[src/core/tac_consts.vh]
`ifndef TAC_CONSTS_VH
`define TAC_CONSTS_VH
// register pointer addresses
`define TAC_PTR_CONFIG 8'h01
`define TAC_PTR_UPPER 8'h02
// configuration field positions
`define TAC_CFG_MODE 0
`define TAC_CFG_POL 1
`define TAC_CFG_CRIT 2
`define TAC_CFG_EN 3
`define TAC_CFG_STS 4
`define TAC_CFG_REL 5
`define TAC_CFG_WLOCK 6
`define TAC_CFG_CLOCK 7
`define TAC_CFG_SHDN 8
`define TAC_CFG_HYS_LO 9
`define TAC_CFG_HYS_HI 10
// upper limit value field
`define TAC_LIM_HI 12
`define TAC_LIM_LO 2
// reset values
`define TAC_LIM_RESET 11'h000
`define TAC_HYS_RESET 2'h0
// hysteresis amounts in 0.125 degree steps
`define TAC_HYS_NONE 13'h0000
`define TAC_HYS_1P5 13'h000c
`define TAC_HYS_3P0 13'h0018
`define TAC_HYS_6P0 13'h0030
`endif

[src/core/tac_alarm.v]
// Operation
// RULE1: status bit 4 shows pin asserted by trip
// RULE2: shutdown clears status, resumes on exit
// RULE3: bit 3 enables alarm pin, default off
// RULE4: either lock freezes enable, polarity, mode
// RULE5: bit 2 restricts pin to critical alarm
// RULE6: critical-only bit frozen by window lock only
// RULE7: bit 1 polarity, default active low pulldown
// RULE8: bit 0 mode, comparator default, interrupt
// RULE9: host sets bit 2 before bit 3
// RULE10: limits reset to zero degrees
// RULE11: upper limit 11-bit two's complement, bits 12:2
// RULE12: trip above limit, clear below minus hysteresis; the code also clears at exactly limit minus hysteresis
// RULE13: window lock makes upper limit read-only
// RULE14: upper limit reserved bits read zero
// RULE15: upper limit 16-bit at pointer 2
// RULE16: release strobe clears interrupt-mode pin
// RULE17: locks clear only by power-on reset
// RULE18: shutdown stops alarms, pin undriven
// RULE19: hysteresis select falling only, four steps
// RULE20: comparator follows trip, interrupt latches
`timescale 1ns/10ps
`include "tac_consts.vh"

module tac_alarm (
    // clock and reset
    input wire sys_clk,
    input wire rst_b,
    // register access from the serial protocol engine
    input wire reg_wr,
    input wire reg_rd,
    input wire [7:0] reg_addr,
    input wire [15:0] reg_wdata,
    output reg [15:0] reg_rdata,
    // temperature word, bits 12:1 two's complement, 0.125 degree steps
    input wire [15:0] temp_word,
    // lower and critical trips from their own comparators
    input wire lower_trip,
    input wire crit_trip,
    // upper trip status for the temperature register
    output reg upper_trip,
    // alarm pin, three signals
    input wire event_pin_in,
    output reg event_pin_out,
    output reg event_pin_oe,
    // conversion gate
    output reg conv_enable
);

    // configuration state
    reg event_mode_select; // 0 comparator, 1 interrupt
    reg event_polarity_select; // 0 active low
    reg critical_only_select; // 1 critical alarm only
    reg event_output_enable; // pin may assert
    reg event_pin_state_flag; // pin asserted by a trip
    reg window_limit_lock; // set-only
    reg critical_limit_lock; // set-only
    reg sensor_shutdown; // sensor off
    reg [1:0] hysteresis_select; // falling hysteresis
    reg [10:0] upper_limit_value; // limit bits 12:2
    // interrupt-mode latch and edge memory
    reg event_latch; // held pin request in interrupt mode
    reg trip_prev; // qualified trip of the last edge
    // the pin read-back is left unused: the driven level is known here,
    // and a slow external pull-up would only add a false late edge

    // decoded strobes
    // pointer decode is full eight bits, so aliases never reach a register
    wire cfg_wr = reg_wr && (reg_addr == `TAC_PTR_CONFIG);
    wire lim_wr = reg_wr && (reg_addr == `TAC_PTR_UPPER);
    wire any_lock = window_limit_lock | critical_limit_lock;
    // the release bit is never stored, so it acts for one edge only
    wire release_req = cfg_wr && reg_wdata[`TAC_CFG_REL];

    // 13-bit signed compare keeps limit minus hysteresis from wrapping
    // temperature bits 12:1, sign-extended by one bit
    wire [12:0] temp_ext = {temp_word[12], temp_word[12:1]};
    // limit bits 12:2 padded with a zero to line up with the temperature
    wire [12:0] lim_ext = {upper_limit_value[10], upper_limit_value, 1'b0};
    reg [12:0] hys_amt; // hysteresis in 0.125 degree steps
    // hysteresis amount from the two-bit select
    always @* begin
        case (hysteresis_select) // RULE19
            2'h1: hys_amt = `TAC_HYS_1P5;
            2'h2: hys_amt = `TAC_HYS_3P0;
            2'h3: hys_amt = `TAC_HYS_6P0;
            default: hys_amt = `TAC_HYS_NONE;
        endcase
    end
    wire [12:0] lim_fall = lim_ext - hys_amt;
    wire above_lim = $signed(temp_ext) > $signed(lim_ext);
    wire at_or_below_fall = $signed(temp_ext) <= $signed(lim_fall);

    // upper trip with hysteresis; frozen while no conversions run
    // the clear point uses <=, so a temperature sitting exactly on
    // limit minus hysteresis already clears the trip
    wire next_upper_trip = sensor_shutdown ? upper_trip :
        (above_lim ? 1'b1 : (at_or_below_fall ? 1'b0 : upper_trip)); // RULE12

    // qualified trip: critical-only hides upper and lower alarms
    wire trip_any = critical_only_select ? crit_trip :
        (crit_trip | next_upper_trip | lower_trip); // RULE5
    // rising edge of the qualified trip; sets the latch in either mode, but the latch drives the pin only in interrupt mode
    wire trip_new = trip_any & ~trip_prev;

    // interrupt latch: new trip sets, release clears, set wins
    wire next_event_latch = (sensor_shutdown | ~event_output_enable) ? 1'b0 :
        (trip_new ? 1'b1 :
        ((release_req && event_mode_select) ? 1'b0 : event_latch)); // RULE16

    // pin asserted level: follow trip or the latch
    wire pin_active = event_output_enable && !sensor_shutdown &&
        (event_mode_select ? next_event_latch : trip_any); // RULE20 RULE3

    // configuration and limit registers
    // a write that sets a lock still lands its other fields: the lock
    // only guards writes that come after it
    always @(posedge sys_clk) begin
        if (!rst_b) begin
            event_mode_select <= 1'b0; // RULE8
            event_polarity_select <= 1'b0; // RULE7
            critical_only_select <= 1'b0;
            event_output_enable <= 1'b0; // RULE3
            window_limit_lock <= 1'b0;
            critical_limit_lock <= 1'b0;
            sensor_shutdown <= 1'b0;
            // hysteresis off at power-on, limit at zero degrees
            hysteresis_select <= `TAC_HYS_RESET;
            upper_limit_value <= `TAC_LIM_RESET; // RULE10 RULE15
        end else begin
            if (cfg_wr) begin
                // these follow either lock
                if (!any_lock) begin
                    event_mode_select <= reg_wdata[`TAC_CFG_MODE]; // RULE4
                    event_polarity_select <= reg_wdata[`TAC_CFG_POL];
                    event_output_enable <= reg_wdata[`TAC_CFG_EN];
                    sensor_shutdown <= reg_wdata[`TAC_CFG_SHDN];
                    hysteresis_select <=
                        reg_wdata[`TAC_CFG_HYS_HI:`TAC_CFG_HYS_LO];
                end
                // only the window lock guards this bit
                if (!window_limit_lock) begin
                    critical_only_select <= reg_wdata[`TAC_CFG_CRIT]; // RULE6
                end
                // locks only ever set; a zero write is ignored, and only
                // the power-on reset branch above returns them to zero
                window_limit_lock <= window_limit_lock |
                    reg_wdata[`TAC_CFG_WLOCK]; // RULE17
                critical_limit_lock <= critical_limit_lock |
                    reg_wdata[`TAC_CFG_CLOCK];
            end
            // reserved bits of the word are never stored; the critical
            // lock alone leaves the upper limit writable
            if (lim_wr && !window_limit_lock) begin
                upper_limit_value <=
                    reg_wdata[`TAC_LIM_HI:`TAC_LIM_LO]; // RULE13 RULE11
            end
        end
    end

    // alarm state and pin drive
    always @(posedge sys_clk) begin
        if (!rst_b) begin
            upper_trip <= 1'b0;
            trip_prev <= 1'b0;
            event_latch <= 1'b0;
            event_pin_state_flag <= 1'b0; // RULE1
            event_pin_out <= 1'b0;
            event_pin_oe <= 1'b0;
            conv_enable <= 1'b0;
        end else begin
            upper_trip <= next_upper_trip;
            // conversions gated one edge after the shutdown bit changes
            conv_enable <= ~sensor_shutdown; // RULE18
            // edge memory cleared in shutdown so a trip on exit is new
            trip_prev <= sensor_shutdown ? 1'b0 : trip_any;
            event_latch <= next_event_latch;
            // status cleared in shutdown, live again right after; it tracks
            // the asserted level, so it also reads zero while disabled
            event_pin_state_flag <= pin_active; // RULE2 RULE1
            if (sensor_shutdown) begin
                // pin left floating
                event_pin_out <= 1'b0; // RULE18
                event_pin_oe <= 1'b0;
            end else if (event_polarity_select) begin
                // active high drives both levels; a polarity change shows
                // one edge after the write, with no undriven gap
                event_pin_out <= pin_active;
                event_pin_oe <= 1'b1;
            end else begin
                // active low only pulls down; pull-up gives idle level
                event_pin_out <= 1'b0; // RULE7
                event_pin_oe <= pin_active;
            end
        end
    end

    // read data, registered on the read strobe
    // a read shows the state as it stood before the strobe edge, so a
    // write in the same cycle is not yet visible
    always @(posedge sys_clk) begin
        if (!rst_b) begin
            reg_rdata <= 16'h0000;
        end else if (reg_rd) begin
            case (reg_addr)
                `TAC_PTR_CONFIG: begin
                    // release strobe position always reads zero
                    reg_rdata <= {5'h00, hysteresis_select, sensor_shutdown,
                        critical_limit_lock, window_limit_lock, 1'b0,
                        event_pin_state_flag, event_output_enable,
                        critical_only_select, event_polarity_select,
                        event_mode_select}; // RULE16
                end
                `TAC_PTR_UPPER: begin
                    reg_rdata <= {3'h0, upper_limit_value, 2'h0}; // RULE14
                end
                default: begin
                    // pointers outside this block read zero
                    reg_rdata <= 16'h0000;
                end
            endcase
        end
    end

endmodule // tac_alarm

[config.mk]
export PLATFORM = sky130hd
export DESIGN_NAME = tac_alarm
export DESIGN_NICKNAME = d
export VERILOG_FILES = /design/src/core/tac_alarm.v
export VERILOG_INCLUDE_DIRS = /design/src /design/src/core
export SDC_FILE = /design/constraint.sdc
export NUM_CORES = 1
export LEC_CHECK = 0
export BUFFER_PORTS_ARGS = -buffer_cell sky130_fd_sc_hd__buf_2
export CORE_ASPECT_RATIO = 1.2
export CORE_UTILIZATION = 30
export DETAILED_ROUTE_END_ITERATION = 8
export PLACE_DENSITY = 0.55
export SYNTH_ARGS = -nofsm -noshare
export SYNTH_HDL_FRONTEND = slang
export SYNTH_SLANG_ARGS = --single-unit
[constraint.sdc]
create_clock -name sys_clk -period 4.9 [get_ports sys_clk]
set_clock_uncertainty 0.1 [all_clocks]
set_input_delay 0.98 -clock sys_clk [delete_from_list [all_inputs] [get_ports sys_clk]]
set_output_delay 0.98 -clock sys_clk [all_outputs]
set_load 0.02 [all_outputs]
== Yosys cells after proc, flatten, opt, wreduce, memory -nomap -nowiden ==
Index checks and enable logic that the tools add are counted.
Cells by class
  add/subtract/negate cells: 1
  bitwise operators: 14
  $lt $le $gt $ge: 2
  eq/ne operators: 5
  mux-type cells: 11
  reductions and logical operators: 13
Operators with widths (number)
  $pmux W13 S2: 1
  $pmux W6 S3: 1
  $le A12 B13 Y1: 1
  $sub A12 B7 Y13: 1
  $gt A12 B12 Y1: 1
  $mux W1: 9
  $eq A8 B1 Y1 const B: 1
  $eq A8 B2 Y1 const B: 1
  $logic_and A1 B1 Y1: 7
  $not A1 Y1: 7
  $or A1 B1 Y1: 6
  $eq A2 B2 Y1 const B: 2
  $reduce_and A2 Y1: 2
  $reduce_or A3 Y1: 1
  $eq A2 B1 Y1 const B: 1
  $logic_not A1 Y1: 2
  $reduce_or A2 Y1: 1
  $and A1 B1 Y1: 1
Storage, ports and cells
  bits in registers: 43
  output and inout port bits: 20
  input bits: 47
  logic and storage cells: 63

== Logic depth before layout (Yosys ltp) ==
  depth in word-level cells: 16
  gate-level depth with buffers: 17
  gate-level depth less buffers: 17

== Worst setup path after synthesis ==
No wires, ideal clock.
  path kind: register -> register
  from: register hysteresis_select[0]
  to: register event_pin_out
  buffers on the path: 0
  cell stages (with the launch flop): 18
  data arrival time: 3.566 ns
  library setup time: 0.133 ns
  setup slack: 1.101 ns
  required time: 4.667 ns
  period minus slack after synthesis: 3.799 ns
  path through: dfxtp_1 > inv_1 > ha_1 > inv_1 > ha_1 > nor2b_1 > o21ai_0 > a21oi_1 > or4_1 > nor4_1 > xnor2_1 > ha_1 > nand4_1 > nor3_1 > a41oi_1 > o21a_1 > o41ai_4 > o22ai_1
Between the ends
  word-level cells in the longest chain between the ends: 15
  elaborated cells between the ends (all ways): 17
  classes of those cells: 1 x add/sub; 1 x order compare; 3 x eq/ne; 8 x mux; 3 x bitwise; 1 x reduce/logical
Ends and longest elaborated chain
  start: declaration: line tac_alarm.v:59  | reg [1:0] hysteresis_select;
  start signal: assignment: line tac_alarm.v:128  | hysteresis_select <= `TAC_HYS_RESET;
  start signal: assignment: line tac_alarm.v:138  | hysteresis_select <=
  $eq A2 B2 Y1 / $eq A2 B1 Y1 (equally long branches): line tac_alarm.v:83  | case (hysteresis_select)
  $pmux W6 S3 (*): line tac_alarm.v:83
  $sub A12 B7 Y13 (*): line tac_alarm.v:90  | wire [12:0] lim_fall = lim_ext - hys_amt;
  $le A12 B13 Y1 (*): line tac_alarm.v:92  | wire at_or_below_fall = $signed(temp_ext) <= $signed(lim_fall);
  $mux W1 (*) (2 in a row): line tac_alarm.v:98  | (above_lim ? 1'b1 : (at_or_below_fall ? 1'b0 : upper_trip));
  $mux W1 (*): line tac_alarm.v:97  | wire next_upper_trip = sensor_shutdown ? upper_trip :
  $or A1 B1 Y1 (*) (2 in a row): line tac_alarm.v:102  | (crit_trip | next_upper_trip | lower_trip);
  $mux W1 (*): line tac_alarm.v:101  | wire trip_any = critical_only_select ? crit_trip :
  $and A1 B1 Y1: line tac_alarm.v:104  | wire trip_new = trip_any & ~trip_prev;
  $mux W1: line tac_alarm.v:108  | (trip_new ? 1'b1 :
  $mux W1: line tac_alarm.v:107  | wire next_event_latch = (sensor_shutdown | ~event_output_enable) ? 1'b0 :
  $mux W1 (*): line tac_alarm.v:113  | (event_mode_select ? next_event_latch : trip_any);
  $logic_and A1 B1 Y1 (*): line tac_alarm.v:112  | wire pin_active = event_output_enable && !sensor_shutdown &&
  end signal: assignment: line tac_alarm.v:188  | event_pin_out <= pin_active;
  end: declaration: line tac_alarm.v:44  | output reg event_pin_out,
Every way passes the cells marked *; elsewhere a longest branch is shown, timed or not.
A chain may end at the register's enable or synchronous reset.

== Worst setup path in the final report ==
Same ends and word-level chain as after synthesis.

==> reports/results.ini <==
[synth]
synthCells = 273
ys_types = 48
ys_seq_area_share_pct = 31.6
async_flop_share_pct = 0
synth_edf_count = 0
synthesis.area_um2 = 2540
yosys_warnings = 0
yosys_most_used_dff = dfxtp_1
synth_area_per_cell_um2 = 9.29
synth-seq-cells = 40

[sta]
slew_violations = 0
maxSlewHeadroom_pct = 50.7
max_clock_freq_mhz = 234
worstMarginPinSlew_ns = 0.738
hold_viol = 0
worst_hold_slack_ns = 0.355
tns_ns = 0
setup_violations = 0
min_period_over_period_pct = 87.2
period_needed_ns = 4.27
rsz0062_at_grt = no

[clock_tree]
cts_tree = built
insertion_delay_ns = 0.29
htree_levels = 2
post-cts-setup-buffers = 0
clk_pin_slew_worst_paths_ns = 0.08
postCtsResizedCells = 0
cts.path.max_buffers = 2
clockRootBuffer = clkbuf_8
cts_buffers = 5
cts_sinks = 40
hold_buffers = 0

[route]
wl_per_cell_um = 13.3
vias = 2080
routed_via_density = 4.74
wl_um = 5850
first_pass_iters = 4
drt-initial-drc-count = 44
drc_errors = 0
drtAntennaViolNets = 0

[layout]
final_common_cell = buf_2
drive_gt1_share_pct = 21.5
layout_common_cells = 55 x buf_2, 40 x dfxtp_1, 30 x ha_1
reg.largest.list = reg_rdata (13), upper_limit_value (11), hysteresis_select (2)
final_util_pct = 36.8
largest_reg_flops = 13
antenna_cells = 0
nets = 402
regMostFlops = reg_rdata
area_growth_pct = 18.4

[pwr]
total_power_uw = 674
p_per_area_nw_per_um2 = 224
ir_worst_vdd_v = 0.000201
p_leak_uw = 0.00136

[die]
io_pins = 67
die_w_um = 86.0
core-area_um2 = 8150
start_util_pct = 31.1
rows = 36
die_height_um = 103
fp.dieArea_um2 = 8830

[worst_setup_path]
criticalPathCategory = reg -> reg
required_ns = 4.97
cp-start-kind = register
cp_max_fo = 5
worstPathArrival_ns = 4.34
cp-end-kind = register

[placement]
port_buffers = 55
gp_congestion = 0.809
place_hpwl_um = 4690

[global_routing]
grt_pass1_vias = 2048
grt_usage_pct = 13.9
grt_overflow = 0
grt_pass1_wl_um = 9630
grt_max_degree = 36
antenna_found_initial = 0

[worst_hold_path]
hp-class = reg -> reg

[flow_run]
maxCapViolations = 0

[run_status]
status = complete, no violations

[metrics by stage]
step	cell area, um^2	instances	setup WS (ns)
global placement	2900	431	0.605
detailed placement	2900	431	0.575
finish	3000	439	0.625
global route	3000	439	0.187
CTS	3000	439	0.541
floorplan	2540	275	1.10
[layout make-up]
| class | instances | area (um^2) |
|---|---|---|
| Clock buffer | 6 | 72.6 |
| Multi-Input combinational cell | 199 | 1590 |
| Sequential cell | 40 | 801 |
| Clock inverter | 2 | 35.0 |
| Tap cell | 114 | 143 |
| Timing Repair Buffer | 55 | 275 |
| Fill cell | 867 | 5150 |
| Inverter | 23 | 86.3 |
[Yosys cell counts, types with 2 or more instances]
| library cell | n | area, um^2 |
|---|---|---|
| o21bai_1 | 2 | 15.0 |
| o21a_1 | 3 | 22.5 |
| buf_4 | 4 | 30.0 |
| and4b_1 | 4 | 40.0 |
| nor2_1 | 4 | 15.0 |
| o21ai_0 | 3 | 15.0 |
| nor2b_1 | 24 | 150 |
| a31oi_1 | 2 | 12.5 |
| nand4_1 | 4 | 25.0 |
| o211ai_1 | 3 | 22.5 |
| a21oi_1 | 11 | 55.1 |
| nand3b_1 | 2 | 15.0 |
| nor3_1 | 3 | 15.0 |
| mux2i_1 | 18 | 180 |
| ha_1 | 30 | 375 |
| nand2b_1 | 7 | 43.8 |
| nand2_1 | 18 | 67.6 |
| inv_1 | 23 | 86.3 |
| o211a_1 | 8 | 80.1 |
| clkbuf_1 | 6 | 22.5 |
| a21boi_0 | 6 | 45.0 |
| buf_2 | 2 | 10.0 |
| dfxtp_1 | 40 | 801 |
| xnor2_1 | 6 | 52.6 |
| nand3_1 | 10 | 50.1 |
| a22oi_1 | 8 | 60.1 |
[worst paths after layout]
path / from / slack, ns / endpoint / cells after the start
max: hysteresis_select[0] / 0.63 / event_pin_out / 17
min: trip_prev / 0.36 / event_latch / 1
max reg2reg: hysteresis_select[0] / 0.63 / event_pin_out / 17
min reg2reg: trip_prev / 0.36 / event_latch / 1
[where the power goes]
| group | internal, uW | switching, uW |
|---|---|---|
| sequential | 330 | 2.91 |
| clock | 151 | 112 |
| combinational | 35.3 | 43.6 |
[kinds of logic (layout without fill, tap and decap cells)]
| kind of cell | count (synthesis) | after routing | synth area share, % |
|---|---|---|---|
| flops | 40 | 40 | 31.6 |
| buf+inv | 36 | 86 | 6.02 |
| xor+xnor | 7 | 7 | 2.42 |
| fa+ha+maj | 31 | 31 | 15.6 |
| compound gates | 54 | 54 | 16.9 |
| simple gates | 86 | 86 | 20.3 |
| other cells | 1 | 3 | 0.148 |
| mux | 18 | 18 | 7.10 |
[critical path: stages (launching register included)]
cell and delay, ns:
dfxtp_1 0.41, inv_1 0.09, ha_1 0.33, inv_1 0.05, ha_1 0.26, nor2b_1 0.12, o21ai_0 0.22, a21oi_1 0.14
or4_1 0.45, nor4_1 0.25, xnor2_1 0.11, ha_1 0.30, nand4_1 0.11, nor3_1 0.31, a41oi_1 0.16, o21a_1 0.17
o41ai_4 0.42, o22ai_1 0.15
[layer usage]
layer / global-route usage (%) / vias to the layer above / share of wire [%]
met5: 0 / - / 0
met4: 4.23 / 0 / 0.97
met3: 2.32 / 4 / 3.5
met2: 26.4 / 38 / 51
met1: 15.9 / 975 / 45
li1: - / 1063 / -
Note: power is estimated with default switching activity, not from simulation.
